==> src/hw/scnt_pkg.sv <==
// Constants, register map and types of the sense counter register block.
// Assumes a 32-bit APB master; register indices are word indices (byte address = 4 x index).
package scnt_pkg;

    // Register indices; the byte address is four times the index.
    localparam logic [9:0] IDX_COUNT_LOW = 10'h0a4;
    localparam logic [9:0] IDX_COUNT_HIGH = 10'h0a5;
    localparam logic [9:0] IDX_EVENT_STATUS = 10'h0a6;
    localparam logic [9:0] IDX_TIMER = 10'h0a7;
    localparam logic [9:0] IDX_CONTROL = 10'h0b0;

    localparam int IDX_W = 10;
    localparam int BYTE_LSB = 2;

    // Status and mask register fields.
    localparam int BIT_INPUT_EVENT_FLAG = 7;
    localparam int BIT_LOW_CARRY_FLAG = 6;
    localparam int BIT_HIGH_CARRY_FLAG = 5;
    localparam int BIT_MEASURE_DONE_FLAG = 4;
    localparam int FLAG_LSB = 4;
    localparam int MASK_LSB = 0;
    localparam int EVT_N = 4;

    // Control register fields.
    localparam int SRC_SEL_LSB = 0;
    localparam int SRC_SEL_W = 3;
    localparam int BIT_INPUT_INVERT = 3;
    localparam int BIT_RELAX_OSC_CLOCK_SELECT = 4;
    localparam int BIT_PULSE_WIDTH_MODE = 5;
    localparam int BIT_BLOCK_ENABLE = 7;

    localparam int TIMER_W = 7;
    localparam int REG_W = 8;
    localparam int SRC_N = 7;

    localparam logic [7:0] RST_EVENT_STATUS = 8'h00;
    localparam logic [6:0] RST_TIMER = 7'h00;
    localparam logic [7:0] RST_CONTROL = 8'h00;
    localparam logic [31:0] RDATA_ZERO = 32'h0000_0000;

    typedef enum logic [1:0] {
        MEAS_IDLE,
        MEAS_ARMED,
        MEAS_RUN,
        MEAS_DONE
    } scnt_meas_state_t;

endpackage : scnt_pkg

==> src/hw/scnt_ctr_if.sv <==
// Carrier between the register block and its counter core.
// Assumes both ends share sys_clk.
`timescale 1ns/1ps
interface scnt_ctr_if #(
    parameter int CNT_W = 8
);
    logic enable;
    logic run;
    logic high_tick;
    logic [CNT_W-1:0] low_cnt;
    logic [CNT_W-1:0] high_cnt;
    logic low_carry;
    logic high_carry;

    modport core (
        input enable,
        input run,
        input high_tick,
        output low_cnt,
        output high_cnt,
        output low_carry,
        output high_carry
    );

    modport ctl (
        output enable,
        output run,
        output high_tick,
        input low_cnt,
        input high_cnt,
        input low_carry,
        input high_carry
    );
endinterface : scnt_ctr_if

==> src/hw/scnt_counter.sv <==
// Low and high byte measurement counters with carry pulses.
// Assumes high_tick is a one-cycle pulse synchronous to sys_clk.
`timescale 1ns/1ps
module scnt_counter #(
    parameter int CNT_W = 8
) (
    // Clock and reset
    input wire logic sys_clk,
    input wire logic rst_n,
    // Control side
    scnt_ctr_if.core ctr
);

    localparam logic [CNT_W-1:0] CNT_MAX = '1;
    localparam logic [CNT_W-1:0] CNT_ONE = CNT_W'(1);

    logic high_step;

    assign high_step = ctr.run & ctr.high_tick;

    // Carries are pulses in the cycle the byte wraps.
    assign ctr.low_carry = ctr.run & (ctr.low_cnt == CNT_MAX);
    assign ctr.high_carry = high_step & (ctr.high_cnt == CNT_MAX);

    // Low byte counts system clock cycles while the measurement runs.
    always_ff @(posedge sys_clk or negedge rst_n) begin
        if (!rst_n) begin
            ctr.low_cnt <= '0;
        end else if (!ctr.enable) begin
            ctr.low_cnt <= '0;
        end else if (ctr.run) begin
            ctr.low_cnt <= ctr.low_cnt + CNT_ONE;
        end
    end

    // High byte counts its own time base so both bytes give two resolutions.
    always_ff @(posedge sys_clk or negedge rst_n) begin
        if (!rst_n) begin
            ctr.high_cnt <= '0;
        end else if (!ctr.enable) begin
            ctr.high_cnt <= '0;
        end else if (high_step) begin
            ctr.high_cnt <= ctr.high_cnt + CNT_ONE;
        end
    end

endmodule : scnt_counter

==> src/hw/scnt_top.sv <==
// APB register block of the sense measurement counter, with the measurement sequencer.
// Assumes all inputs are synchronous to sys_clk and ticks are one-cycle pulses.
//
// Chosen here: register access over APB.
`timescale 1ns/1ps
module scnt_top #(
    parameter int CNT_W = 8,
    parameter int ADDR_W = 12
) (
    // Clock and reset
    input wire logic sys_clk,
    input wire logic rst_n,

    // APB slave
    input wire logic psel,
    input wire logic penable,
    input wire logic pwrite,
    input wire logic [ADDR_W-1:0] paddr,
    input wire logic [31:0] pwdata,
    output logic [31:0] prdata,
    output logic pready,
    output logic pslverr,

    // Measurement inputs
    input wire logic [scnt_pkg::SRC_N-1:0] meas_src,
    input wire logic sys_freq_tick,
    input wire logic relax_osc_tick,

    // Status
    output logic block_irq,
    output logic counter_running
);

    // Refuse parameter values that the decode and the register views cannot serve.
    if (CNT_W < 1 || CNT_W > scnt_pkg::REG_W) begin : g_bad_cnt_w
        $error("CNT_W must lie between 1 and the register width.");
    end
    if (ADDR_W < scnt_pkg::IDX_W + scnt_pkg::BYTE_LSB || ADDR_W > 32) begin : g_bad_addr_w
        $error("ADDR_W does not fit the register map.");
    end
    if (scnt_pkg::SRC_N >= (1 << scnt_pkg::SRC_SEL_W)) begin : g_bad_src_n
        $error("SRC_N leaves no select code for the constant low input.");
    end
    if (scnt_pkg::TIMER_W > scnt_pkg::REG_W) begin : g_bad_timer_w
        $error("TIMER_W is wider than a register.");
    end

    localparam int PAD_W = 32 - scnt_pkg::REG_W;
    localparam int CPAD_W = scnt_pkg::REG_W - CNT_W;

    // Bus decode.
    logic setup_ph;
    logic access_ph;
    logic wr_en;
    logic wr_stat;
    logic wr_timer;
    logic wr_ctrl;
    logic [scnt_pkg::IDX_W-1:0] idx;
    logic aligned;
    logic hit_low;
    logic hit_high;
    logic hit_stat;
    logic hit_timer;
    logic hit_ctrl;
    logic mapped;

    // Registers.
    logic [scnt_pkg::EVT_N-1:0] flag_r;
    logic [scnt_pkg::EVT_N-1:0] flag_nxt;
    logic [scnt_pkg::EVT_N-1:0] mask_r;
    logic [scnt_pkg::TIMER_W-1:0] timer_r;
    logic [scnt_pkg::REG_W-1:0] ctrl_r;
    logic [31:0] prdata_nxt;

    // Control fields.
    logic block_enable;
    logic [scnt_pkg::SRC_SEL_W-1:0] input_source_select;
    logic input_invert;
    logic relax_osc_clock_select;
    logic pulse_width_mode;

    // Input path and sequencer.
    logic src_raw;
    logic sel_in;
    logic sel_prev_r;
    logic sel_rise;
    logic sel_fall;
    logic stop_event;
    logic measure_done;
    scnt_pkg::scnt_meas_state_t state_r;
    scnt_pkg::scnt_meas_state_t state_nxt;

    // Event vector in flag order: input, low carry, high carry, done.
    logic [scnt_pkg::EVT_N-1:0] evt;
    logic [scnt_pkg::EVT_N-1:0] wr_flag_clr;
    logic [scnt_pkg::EVT_N-1:0] irq_src;
    logic [scnt_pkg::REG_W-1:0] stat_view;
    logic [scnt_pkg::REG_W-1:0] low_view;
    logic [scnt_pkg::REG_W-1:0] high_view;

    scnt_ctr_if #(.CNT_W(CNT_W)) ctr_bus ();

    scnt_counter #(.CNT_W(CNT_W)) i_scnt_counter (
        .sys_clk(sys_clk),
        .rst_n(rst_n),
        .ctr(ctr_bus.core)
    );

    assign setup_ph = psel & ~penable;
    assign access_ph = psel & penable;
    assign idx = paddr[scnt_pkg::BYTE_LSB +: scnt_pkg::IDX_W];
    // Address bits above the index must be zero, so the map has no aliases.
    assign aligned = (paddr[scnt_pkg::BYTE_LSB-1:0] == '0)
                     && (paddr[ADDR_W-1:scnt_pkg::BYTE_LSB] == (ADDR_W-scnt_pkg::BYTE_LSB)'(idx));
    assign hit_low = aligned && (idx == scnt_pkg::IDX_COUNT_LOW);
    assign hit_high = aligned && (idx == scnt_pkg::IDX_COUNT_HIGH);
    assign hit_stat = aligned && (idx == scnt_pkg::IDX_EVENT_STATUS);
    assign hit_timer = aligned && (idx == scnt_pkg::IDX_TIMER);
    assign hit_ctrl = aligned && (idx == scnt_pkg::IDX_CONTROL);
    assign mapped = hit_low | hit_high | hit_stat | hit_timer | hit_ctrl;

    // Zero wait states: read data is captured in the setup cycle.
    assign pready = access_ph;
    assign pslverr = access_ph & ~mapped;
    assign wr_en = access_ph & pwrite & mapped;
    // One strobe per writable register keeps each update block to its own concern.
    assign wr_stat = wr_en & hit_stat;
    assign wr_timer = wr_en & hit_timer;
    assign wr_ctrl = wr_en & hit_ctrl;

    assign block_enable = ctrl_r[scnt_pkg::BIT_BLOCK_ENABLE];
    assign input_source_select = ctrl_r[scnt_pkg::SRC_SEL_LSB +: scnt_pkg::SRC_SEL_W];
    assign input_invert = ctrl_r[scnt_pkg::BIT_INPUT_INVERT];
    assign relax_osc_clock_select = ctrl_r[scnt_pkg::BIT_RELAX_OSC_CLOCK_SELECT];
    assign pulse_width_mode = ctrl_r[scnt_pkg::BIT_PULSE_WIDTH_MODE];

    // The last select code picks a constant low input.
    always_comb begin
        src_raw = 1'b0;
        if (int'(input_source_select) < scnt_pkg::SRC_N) begin
            src_raw = meas_src[input_source_select];
        end
    end

    // A change of select code or invert bit can look like an edge and set the input flag;
    // software should clear the flags after reconfiguring the input path.
    assign sel_in = src_raw ^ input_invert;
    assign sel_rise = sel_in & ~sel_prev_r;
    assign sel_fall = ~sel_in & sel_prev_r;

    always_ff @(posedge sys_clk or negedge rst_n) begin
        if (!rst_n) begin
            sel_prev_r <= 1'b0;
        end else begin
            sel_prev_r <= sel_in;
        end
    end

    // Period mode stops on the next rising edge, pulse width mode on the falling edge.
    assign stop_event = pulse_width_mode ? sel_fall : sel_rise;

    always_comb begin
        state_nxt = state_r;
        case (state_r)
            scnt_pkg::MEAS_IDLE: begin
                if (block_enable) begin
                    state_nxt = scnt_pkg::MEAS_ARMED;
                end
            end
            scnt_pkg::MEAS_ARMED: begin
                if (sel_rise) begin
                    state_nxt = scnt_pkg::MEAS_RUN;
                end
            end
            scnt_pkg::MEAS_RUN: begin
                if (stop_event) begin
                    state_nxt = scnt_pkg::MEAS_DONE;
                end
            end
            // Counts stay frozen here until software clears the enable bit to re-arm.
            scnt_pkg::MEAS_DONE: begin
                state_nxt = scnt_pkg::MEAS_DONE;
            end
            default: begin
                state_nxt = scnt_pkg::MEAS_IDLE;
            end
        endcase
        if (!block_enable) begin
            state_nxt = scnt_pkg::MEAS_IDLE;
        end
    end

    always_ff @(posedge sys_clk or negedge rst_n) begin
        if (!rst_n) begin
            state_r <= scnt_pkg::MEAS_IDLE;
        end else begin
            state_r <= state_nxt;
        end
    end

    assign measure_done = (state_r == scnt_pkg::MEAS_RUN) && stop_event && block_enable;
    assign counter_running = (state_r == scnt_pkg::MEAS_RUN);

    assign ctr_bus.enable = block_enable;
    // Only the run state advances the counters, so a finished measurement holds its counts.
    assign ctr_bus.run = counter_running;
    // The high byte runs on relaxation ticks or on the system frequency tick.
    assign ctr_bus.high_tick = relax_osc_clock_select ? relax_osc_tick
                                                      : sys_freq_tick;

    assign evt = {sel_rise, ctr_bus.low_carry, ctr_bus.high_carry, measure_done};

    // A zero written to a flag clears it; a one leaves it alone.
    assign wr_flag_clr = wr_stat
                         ? ~pwdata[scnt_pkg::FLAG_LSB +: scnt_pkg::EVT_N]
                         : '0;

    // Setting beats clearing so an event in the clearing cycle is kept.
    assign flag_nxt = (flag_r & ~wr_flag_clr) | evt;

    always_ff @(posedge sys_clk or negedge rst_n) begin
        if (!rst_n) begin
            flag_r <= scnt_pkg::RST_EVENT_STATUS[scnt_pkg::FLAG_LSB +: scnt_pkg::EVT_N];
        end else begin
            flag_r <= flag_nxt;
        end
    end

    // Masks are plain storage; keeping them still while enabled is up to software.
    always_ff @(posedge sys_clk or negedge rst_n) begin
        if (!rst_n) begin
            mask_r <= scnt_pkg::RST_EVENT_STATUS[scnt_pkg::MASK_LSB +: scnt_pkg::EVT_N];
        end else if (wr_stat) begin
            mask_r <= pwdata[scnt_pkg::MASK_LSB +: scnt_pkg::EVT_N];
        end
    end

    always_ff @(posedge sys_clk or negedge rst_n) begin
        if (!rst_n) begin
            timer_r <= scnt_pkg::RST_TIMER;
        end else if (wr_timer) begin
            timer_r <= pwdata[scnt_pkg::TIMER_W-1:0];
        end
    end

    always_ff @(posedge sys_clk or negedge rst_n) begin
        if (!rst_n) begin
            ctrl_r <= scnt_pkg::RST_CONTROL;
        end else if (wr_ctrl) begin
            ctrl_r <= pwdata[scnt_pkg::REG_W-1:0];
        end
    end

    // Mask positions line up with flag positions, shifted by four.
    for (genvar e = 0; e < scnt_pkg::EVT_N; e++) begin : g_irq_src
        assign irq_src[e] = flag_r[e] & mask_r[e];
    end
    assign block_irq = |irq_src;

    assign stat_view = {flag_r, mask_r};
    assign low_view = {{CPAD_W{1'b0}}, ctr_bus.low_cnt};
    assign high_view = {{CPAD_W{1'b0}}, ctr_bus.high_cnt};

    // Count bytes are read live; a read mid-measurement is not guaranteed coherent.
    always_comb begin
        prdata_nxt = scnt_pkg::RDATA_ZERO;
        if (aligned) begin
            case (idx)
                scnt_pkg::IDX_COUNT_LOW: begin
                    prdata_nxt = {{PAD_W{1'b0}}, low_view};
                end
                scnt_pkg::IDX_COUNT_HIGH: begin
                    prdata_nxt = {{PAD_W{1'b0}}, high_view};
                end
                scnt_pkg::IDX_EVENT_STATUS: begin
                    prdata_nxt = {{PAD_W{1'b0}}, stat_view};
                end
                scnt_pkg::IDX_TIMER: begin
                    prdata_nxt = {{(32 - scnt_pkg::TIMER_W){1'b0}}, timer_r};
                end
                scnt_pkg::IDX_CONTROL: begin
                    prdata_nxt = {{PAD_W{1'b0}}, ctrl_r};
                end
                default: begin
                    prdata_nxt = scnt_pkg::RDATA_ZERO;
                end
            endcase
        end
    end

    // Read data is loaded at the end of the setup cycle and stands through the access
    // phase, which is what lets the slave answer without wait states.
    always_ff @(posedge sys_clk or negedge rst_n) begin
        if (!rst_n) begin
            prdata <= scnt_pkg::RDATA_ZERO;
        end else if (setup_ph && !pwrite) begin
            prdata <= prdata_nxt;
        end
    end

endmodule : scnt_top

==> config.mk <==
export PLATFORM = sky130hd
export DESIGN_NAME = scnt_top
export DESIGN_NICKNAME = d
export VERILOG_FILES = /design/src/hw/scnt_pkg.sv /design/src/hw/scnt_ctr_if.sv /design/src/hw/scnt_counter.sv /design/src/hw/scnt_top.sv
export SDC_FILE = /design/constraint.sdc
export NUM_CORES = 1
export LEC_CHECK = 0
export ABC_CLOCK_PERIOD_IN_PS = 3400
export BUFFER_PORTS_ARGS = -buffer_cell sky130_fd_sc_hd__buf_2
export CORE_MARGIN = 2
export CORE_UTILIZATION = 55
export DETAILED_ROUTE_END_ITERATION = 10
export PLACE_DENSITY = 0.88
export SYNTH_ARGS = -nofsm -noshare
export SYNTH_HDL_FRONTEND = slang
export SYNTH_SLANG_ARGS = --single-unit
==> constraint.sdc <==
create_clock -name sys_clk -period 3.4 [get_ports sys_clk]
set_input_delay 0.51 -clock sys_clk [delete_from_list [all_inputs] [get_ports sys_clk]]
set_output_delay 0.51 -clock sys_clk [all_outputs]
set_load 0.01 [all_outputs]
Yosys cells after proc, flatten, opt, wreduce, memory -nomap -nowiden --
Index checks and enable logic that the tools add are counted.
Cells by class: equal/unequal tests 14, order comparisons 2, mux-type cells 16, bitwise operators 30, add/sub/neg operators 2, reduce and logical (&&, ||, !) cells 13
Operator list (count):
- $eq 10x8->1 const B | 5
- $mux 8 | 5
- $pmux 8 s5 | 1
- $and 1x1->1 | 17
- $add 8x1->8 const B | 2
- $eq 8x8->1 const B | 2
- $logic_and 1x1->1 | 8
- $not 4->4 | 2
- $pmux 2 s4 | 1
- $mux 2 | 3
- $ne 3x3->1 const B | 2
- $and 4x4->4 | 1
- $eq 2x2->1 const B | 2
- $logic_not 2->1 | 2
- $lt 3x4->1 const B | 1
- $mux 1 | 4
- $mux 4 | 1
- $ne 2x1->1 const B | 2
- $not 1->1 | 4
- $or 1x1->1 | 4
- $or 4x4->4 | 1
- $reduce_or 4->1 | 1
- $bmux 1 s3 | 1
- $lt 3x3->1 const B | 1
- 4 further kinds | 4
Storage, ports and cells: bits in registers 74, output and inout port bits 36

Longest topological paths before layout --
Gate-level depths: netlist (run 1).
depth in word-level cells 12, mapped depth 7, mapped depth without buffers 5

Modules after synthesis --
From an unflattened synthesis (run 1), not the netlist that was laid out.
Second synthesis, totals: cell total of the unflattened synthesis 270, area total of the unflattened synthesis 2886.5 um^2
Modules (own cells, without submodules):
- scnt_top | sequential area each 850.8 um^2, area each 2082.0 um^2, instances 1, cells an instance 188
- scnt_counter | sequential area each 400.4 um^2, area each 804.5 um^2, instances 1, cells an instance 82

Least setup slack after synthesis (run 1) --
Ideal clock, no wire load.
path type input-to-output, from input paddr[6], to output pslverr, required time 2890 ps, path slack 1576 ps, buffers on the path 1, arrival 1314 ps, cell stages on the path 5, cell sequence nor2b_1 -> clkbuf_1 -> a21o_1 -> nand3_1 -> and2_1
On the way: longest elaborated chain between the ends 8
RTL lines:
- start: declaration | line scnt_top.sv:18 | input wire logic [ADDR_W-1:0] paddr,
- $eq 10x8->1, on equally long branches | line scnt_top.sv:115, scnt_top.sv:116
- $logic_and 1x1->1, on equally long branches | line scnt_top.sv:115, scnt_top.sv:116
- $or 1x1->1 (3 in a row) | line scnt_top.sv:120 | assign mapped = hit_low | hit_high | hit_stat | hit_timer | hit_ctrl;
- $or 1x1->1 * | line scnt_top.sv:120
- $not 1->1 * | line scnt_top.sv:124 | assign pslverr = access_ph & ~mapped;
- $and 1x1->1 * | line scnt_top.sv:124
- end: declaration | line scnt_top.sv:22 | output logic pslverr,
Every way passes the cells marked *; elsewhere a longest branch is shown, timed or not.

Worst setup path in the final report (run 1) --
Ends and elaborated chain as after synthesis.

==> results of run 1 <==
## registers in the layout, indices dropped and copies added (netlist names)
signal,cells
ctrl_r,8
state_r,2
timer_r,7
sel_prev_r,1
mask_r,4
i_scnt_counter.ctr.low_cnt,8
i_scnt_counter.ctr.high_cnt,8
prdata,8
flag_r,4
## stage by stage
stage               instances  utilization (%)  cell area (µm²)
finish                    377             61.9             3140
global route              377             61.9             3140
CTS                       377             61.9             3140
detailed placement        369             60.1             3050
global placement          369             60.1             3050
floorplan                 288                -             2980
## where the power goes
part	total, mW	internal (mW)	switching (mW)
combinational	0.0816	0.0286	0.0529
clock	0.340	0.145	0.196
sequential	0.597	0.596	0.00182
total	1.02	0.769	0.250
## critical path: cells and delay by family
| kind | cells | cell delay [ns] |
|---|---|---|
| compound gates | 1 | 0.21 |
| buf+inv | 2 | 0.21 |
| simple gates | 3 | 0.87 |
## layer usage
metal  wire length (µm)  vias up  global-route usage, %  part of all wire [%]
met5                  0        -                      0                     0
met3                306       13                   4.86                   5.3
met2               2920       72                   33.7                    50
li1                   -     1000                      -                     -
met4                106        0                   8.73                   1.8
met1               2490     1029                   26.3                    43
## worst min path at each step
stage,startpoint,endpoint,cells after the start
2_1_floorplan,rst_n,ctrl_r[0]$_DFFE_PN0P_,0
3_3_place_gp,prdata[4]$_DFFE_PN0P_,prdata[4]$_DFFE_PN0P_,1
3_5_place_dp,prdata[0]$_DFFE_PN0P_,prdata[0]$_DFFE_PN0P_,1
4_1_cts,rst_n,ctrl_r[7]$_DFFE_PN0P_,1
5_1_grt,pwdata[7],ctrl_r[7]$_DFFE_PN0P_,2
6_report,rst_n,flag_r[3]$_DFF_PN0_,1
## layout by cell type, fill, tap and decap left out, types with 3 or more instances in the layout
cell,n
sky130_fd_sc_hd__and2_1,14
sky130_fd_sc_hd__a22oi_1,10
sky130_fd_sc_hd__or3_1,5
sky130_fd_sc_hd__a22o_1,15
sky130_fd_sc_hd__buf_2,45
sky130_fd_sc_hd__dfrtp_1,50
sky130_fd_sc_hd__o21ai_0,12
sky130_fd_sc_hd__nand2_1,13
sky130_fd_sc_hd__and3_1,3
sky130_fd_sc_hd__mux2i_1,12
sky130_fd_sc_hd__nand4_1,5
sky130_fd_sc_hd__conb_1,24
sky130_fd_sc_hd__o22ai_1,7
sky130_fd_sc_hd__inv_1,3
sky130_fd_sc_hd__nor2_2,3
sky130_fd_sc_hd__xor2_1,3
sky130_fd_sc_hd__nand3_1,7
sky130_fd_sc_hd__clkbuf_8,5
sky130_fd_sc_hd__xnor2_1,8
sky130_fd_sc_hd__mux2_2,18
sky130_fd_sc_hd__nor2b_1,6
sky130_fd_sc_hd__nor2_1,3
## final cells by class
class / count / area (µm²)
clock inverters: 3 / 21.3
fillers: 424 / 1940
clock buffers: 5 / 68.8
repair buffers: 46 / 233
multi-input cells: 200 / 1470
well taps: 70 / 87.6
inverters: 3 / 11.3
flip-flops and latches: 50 / 1250
## cells by family (layout without fill, tap and decap cells)
| kind of cell | count (synthesis) | count (layout) | share of synthesized area, % |
|---|---|---|---|
| adder cells (fa/ha/maj) | 2 | 2 | 0.865 |
| buffers and inverters | 38 | 57 | 9.00 |
| AO/OA/AOI/OAI | 54 | 54 | 13.4 |
| flip-flops | 50 | 50 | 43.3 |
| XOR/XNOR | 12 | 12 | 3.89 |
| other | 1 | 24 | 0.130 |
| AND/OR/NAND/NOR | 75 | 75 | 16.6 |
| multiplexers | 33 | 33 | 12.9 |
==> flow_summary.yaml, run 1 <==
timing:
  grt_setup_unrepaired: "false"
  tns_ns: 0
  drv_slew: 0
  timing.hold.ws_ns: 0.397
  max_clock_freq_ghz: 0.430
  fin_crit_ns: 2.32
  timing.clock.skew_ns: 0.0120
  finalHoldViolCount: 0
  tightestPinTransition_ns: 1.09
  finalSetupViolCount: 0
  worst_case_headroom_to_the_max_slew_limit_pct: 27.3
  postLayoutSetupSlackWorst_ns: 1.08
  share_of_the_cycle_needed_by_the_critical_path_after_routing_pct: 68.4
grt:
  grt_antenna_before_repair: 0
  grt_pass1_wl_um: 9700
  total_global_routing_overflow: 0
  pin_count_of_the_biggest_net_entering_global_routing: 51
  global_route.usage.total_pct: 20.6
  grt_pass1_vias: 2076
drt:
  vias: 2114
  drt_iter0_drcs: 120
  drt-pass1-iter-count: 4
  ant_nets: 0
  post_drt_via_cell_ratio: 5.61
  drt-wirelength-per-cell_um: 15.4
  drt_drc_violations_left: 0
  route.final.wire_length_um: 5820
status:
  outcome: "complete, no violations"
placed_design:
  place.gp.congestion: 0.817
  portBuffers: 45
  place.detailed.hpwl_um: 4340
  detailedPlace.worstSlack_ns: 1.07
cts:
  clock-root-buffer: "sky130_fd_sc_hd__clkbuf_8"
  clockBufferDepth: 2
  cts.repair.resized: 0
  numCtsBuffers: 5
  post-cts-setup-buffers: 0
  h_tree_level_count: 2
  clk-insertion-delay-late_ns: 0.31
  cts_hold_repair_buffers: 0
  clock-sinks: 50
  cts_tree: "built"
  clkSlewWorstSetupHoldPaths_ns: 0.10
logic_synthesis:
  ys_ff_latch: 50
  yosys_most_used_dff: "sky130_fd_sc_hd__dfrtp_1"
  synthCells: 265
  synth_top_area_cell: "sky130_fd_sc_hd__dfrtp_1"
  yosysWarnings: 0
  mappedNetlistArea_um2: 2890
  share_of_synthesized_area_occupied_by_flip_flops_and_latches_pct: 43.3
  post-synth-top-area-fraction_pct: 43.3
  ys_top_cells_by_area: "sky130_fd_sc_hd__dfrtp_1, sky130_fd_sc_hd__buf_4, sky130_fd_sc_hd__mux2_2, sky130_fd_sc_hd__a22o_1, sky130_fd_sc_hd__mux2i_1"
  synth-async-reset-ratio_pct: 100
  synth_edf_count: 0
  synthDistinctLibCells: 50
  yosys.cell_count.top_type: "sky130_fd_sc_hd__dfrtp_1"
  netlist_top_cells_count: "sky130_fd_sc_hd__dfrtp_1, sky130_fd_sc_hd__buf_4, sky130_fd_sc_hd__mux2_2"
  synthesis.area_per_instance_um2: 10.9
setup_path:
  critPathMaxStageDelay_ns: 0.59
  crit_path_start: "paddr[6]"
  cp-endpoint: "pslverr"
  worstPathRequired_ns: 2.89
  critical-path-top-cell-by-count: "sky130_fd_sc_hd__buf_2"
  critPathMaxFanout: 10
  start_kind: "primary input"
  cp_cell_sequence: "buf_2 > nor2b_1 > a21o_1 > nand3_1 > and2_1 > buf_2"
  critPathSlowestCell: "sky130_fd_sc_hd__nor2b_1"
  cp.arrival_ns: 1.81
  setup.worst_path.end_class: "output pin"
  rrSetupSlack_ns: 1.61
  rr_worst_depth: 5
  critical_path.reg2reg.endpoint: "i_scnt_counter.ctr.high_cnt[7]$_DFFE_PN0P_"
  worstSetupPathType: "in -> out"
  worstReg2RegStart: "state_r[0]$_DFFE_PN0P_"
finish:
  drive_above_1_share_pct: 27.4
  area_growth_pct: 8.57
  insertedDiodeCount: 0
  finish.net_count: 366
floorplanning:
  floorplan.initialDensity_pct: 57.0
  die-width_um: 76.5
  fp.coreArea_um2: 5070
  die-area_um2: 5850
  placement_rows: 26
  die_height_um: 76.5
  ios: 94
power_and_ir_drop:
  pwr_density_cell_nw_per_um2: 325
  worst_ir_drop_on_vdd_mv: 0.247
  report.power.total_mw: 1.02
  power_leakage_nw: 1.52
run:
  max-cap-violations: 0
hold_path:
  holdCritPathClass: "in -> async"
No activity file was read; power rests on OpenSTA's default activity.
==> run 2, diff against run 1 <==
--- a/config.mk
+++ b/config.mk
@@ -5,12 +5,12 @@
 export SDC_FILE = /design/constraint.sdc
 export NUM_CORES = 1
 export LEC_CHECK = 0
-export ABC_CLOCK_PERIOD_IN_PS = 3400
+export ABC_CLOCK_PERIOD_IN_PS = 2190
 export BUFFER_PORTS_ARGS = -buffer_cell sky130_fd_sc_hd__buf_2
 export CORE_MARGIN = 2
-export CORE_UTILIZATION = 55
+export CORE_UTILIZATION = 51
 export DETAILED_ROUTE_END_ITERATION = 10
-export PLACE_DENSITY = 0.88
+export PLACE_DENSITY = 0.82
 export SYNTH_ARGS = -nofsm -noshare
 export SYNTH_HDL_FRONTEND = slang
 export SYNTH_SLANG_ARGS = --single-unit
==> constraint.sdc (replaced) <==
create_clock -name sys_clk -period 2.19 [get_ports sys_clk]
set_input_delay 0.3285 -clock sys_clk [delete_from_list [all_inputs] [get_ports sys_clk]]
set_output_delay 0.3285 -clock sys_clk [all_outputs]
set_load 0.01 [all_outputs]
==> flow_summary.yaml, run 2 (synthesis results as in run 1) <==
timing:
  tightestPinTransition_ns: 0.654
  max_clock_freq_ghz: 0.554
  timing.clock.skew_ns: 0.00755
  worst_case_headroom_to_the_max_slew_limit_pct: 56.4
  fin_crit_ns: 1.81
  share_of_the_cycle_needed_by_the_critical_path_after_routing_pct: 82.5
  grt_setup_unrepaired: "false"
  drv_slew: 0
  finalHoldViolCount: 0
  postLayoutSetupSlackWorst_ns: 0.383
  tns_ns: 0
  finalSetupViolCount: 0
grt:
  grt_pass1_wl_um: 9630
  grt_pass1_vias: 2082
  pin_count_of_the_biggest_net_entering_global_routing: 51
  total_global_routing_overflow: 0
  grt_antenna_before_repair: 0
  global_route.usage.total_pct: 19.4
finish:
  fin_util_pct: 57.8
  drive_above_1_share_pct: 28.1
  most-common-layout-cells: "sky130_fd_sc_hd__dfrtp_1, sky130_fd_sc_hd__buf_2, sky130_fd_sc_hd__conb_1, sky130_fd_sc_hd__mux2_2, sky130_fd_sc_hd__a22o_1"
  area_growth_pct: 10.1
  n_fill_cell: 463
  finish.net_count: 369
  final_common_cell: "sky130_fd_sc_hd__dfrtp_1"
  layout.cell_area.non_filler_um2: 3180
  insertedDiodeCount: 0
setup_path:
  cp_cell_sequence: "buf_2 > nor4b_4 > and2b_1 > nand3_1 > and2_1 > buf_2"
  critPathMaxStageDelay_ns: 0.31
  setup.worst_path.end_class: "output pin"
  critPathSlowestCell: "sky130_fd_sc_hd__and2b_1"
  start_kind: "primary input"
  critical-path-top-cell-by-count: "sky130_fd_sc_hd__buf_2"
  cp.arrival_ns: 1.48
  critical_path_buf_inv_count: 2
  critPathMaxFanout: 9
  worstSetupPathType: "in -> out"
  worstPathRequired_ns: 1.86
  worst_path_dominant_cell_family: "simple AND/OR/NAND/NOR gates"
  rrSetupSlack_ns: 0.40
cts:
  clockBufferDepth: 2
  post-cts-setup-buffers: 0
  clk-insertion-delay-late_ns: 0.30
  cts_hold_repair_buffers: 0
  cts_tree: "built"
  clock-root-buffer: "sky130_fd_sc_hd__clkbuf_8"
  numCtsBuffers: 5
  h_tree_level_count: 2
  clock-sinks: 50
  cts.repair.resized: 0
  clkSlewWorstSetupHoldPaths_ns: 0.08
placed_design:
  detailedPlace.worstSlack_ns: 0.308
  portBuffers: 45
  dpl-instance-area_um2: 3070
  place.gp.congestion: 0.810
  place.detailed.hpwl_um: 4370
drt:
  drt_drc_violations_left: 0
  vias: 2164
  drt-wirelength-per-cell_um: 15.4
  drt-pass1-iter-count: 5
  route.final.wire_length_um: 5890
  ant_nets: 0
  drt_iter0_drcs: 161
  post_drt_via_cell_ratio: 5.66
power_and_ir_drop:
  comb_power_share_pct: 7.7
  share_seq_of_total_power_pct: 54.8
  power.share.switching_pct: 22.8
  p_sw_uw: 386
  pwr_density_cell_nw_per_um2: 532
  power.internal_mw: 1.31
  p_clk_share_pct: 37.6
  power_leakage_nw: 1.55
  worst_ir_drop_on_vdd_mv: 0.409
floorplanning:
  fp.coreArea_um2: 5510
  floorplan.initialDensity_pct: 52.5
  placement_rows: 27
  die-area_um2: 6290
  die_height_um: 79.3
  ios: 94
  die-width_um: 79.3
status:
  outcome: "complete, no violations"
hold_path:
  holdCritPathClass: "in -> async"
run:
  max-cap-violations: 0
[run 2: metal layers]
metal	vias to the layer above	track usage [%]	share of wire, %
met5	-	0	0
met4	0	4.14	0.61
met3	6	3.18	5.7
met2	77	34.2	51
met1	1072	25.2	43
li1	1009	-	-
[run 2: final timing paths]
kind / startpoint / to / depth (start not counted)
hold reg to reg: prdata[6]$_DFFE_PN0P_ / prdata[6]$_DFFE_PN0P_ / 1
min in group sys_clk: pwdata[3] / ctrl_r[3]$_DFFE_PN0P_ / 3
setup reg to reg: state_r[0]$_DFFE_PN0P_ / i_scnt_counter.ctr.high_cnt[5]$_DFFE_PN0P_ / 5
max in group asynchronous: rst_n / prdata[4]$_DFFE_PN0P_ / 2
setup / recovery: paddr[8] / pslverr / 6
hold / removal: rst_n / ctrl_r[0]$_DFFE_PN0P_ / 2
[run 2: power groups by stage]
stage	combinational [mW]	sequential (mW)	clock, mW
after floorplan	0.0963	0.945	0
after global placement	0.126	0.946	0
after detailed placement	0.130	0.946	0
after CTS	0.131	0.928	0.644
after global routing	0.145	0.928	0.686
final	0.130	0.928	0.637
[run 2: cell type report]
type	instances	area [µm²]	area share, %
inverter	3	11.3	0.354
clock buffer	5	68.8	2.16
sequential	50	1250	39.3
tap	72	90.1	2.83
multi-input combinational	200	1470	46.1
timing repair buffer	49	255	8.02
clock inverter	3	40.0	1.26
[run 2: stage by stage]
step,std cells,hold WS (ns),total power [mW]
2_1_floorplan,288,0.0329,1.04
3_3_place_gp,374,0.464,1.07
3_5_place_dp,374,0.473,1.08
4_1_cts,382,0.149,1.70
5_1_grt,382,0.174,1.76
6_report,382,0.117,1.69
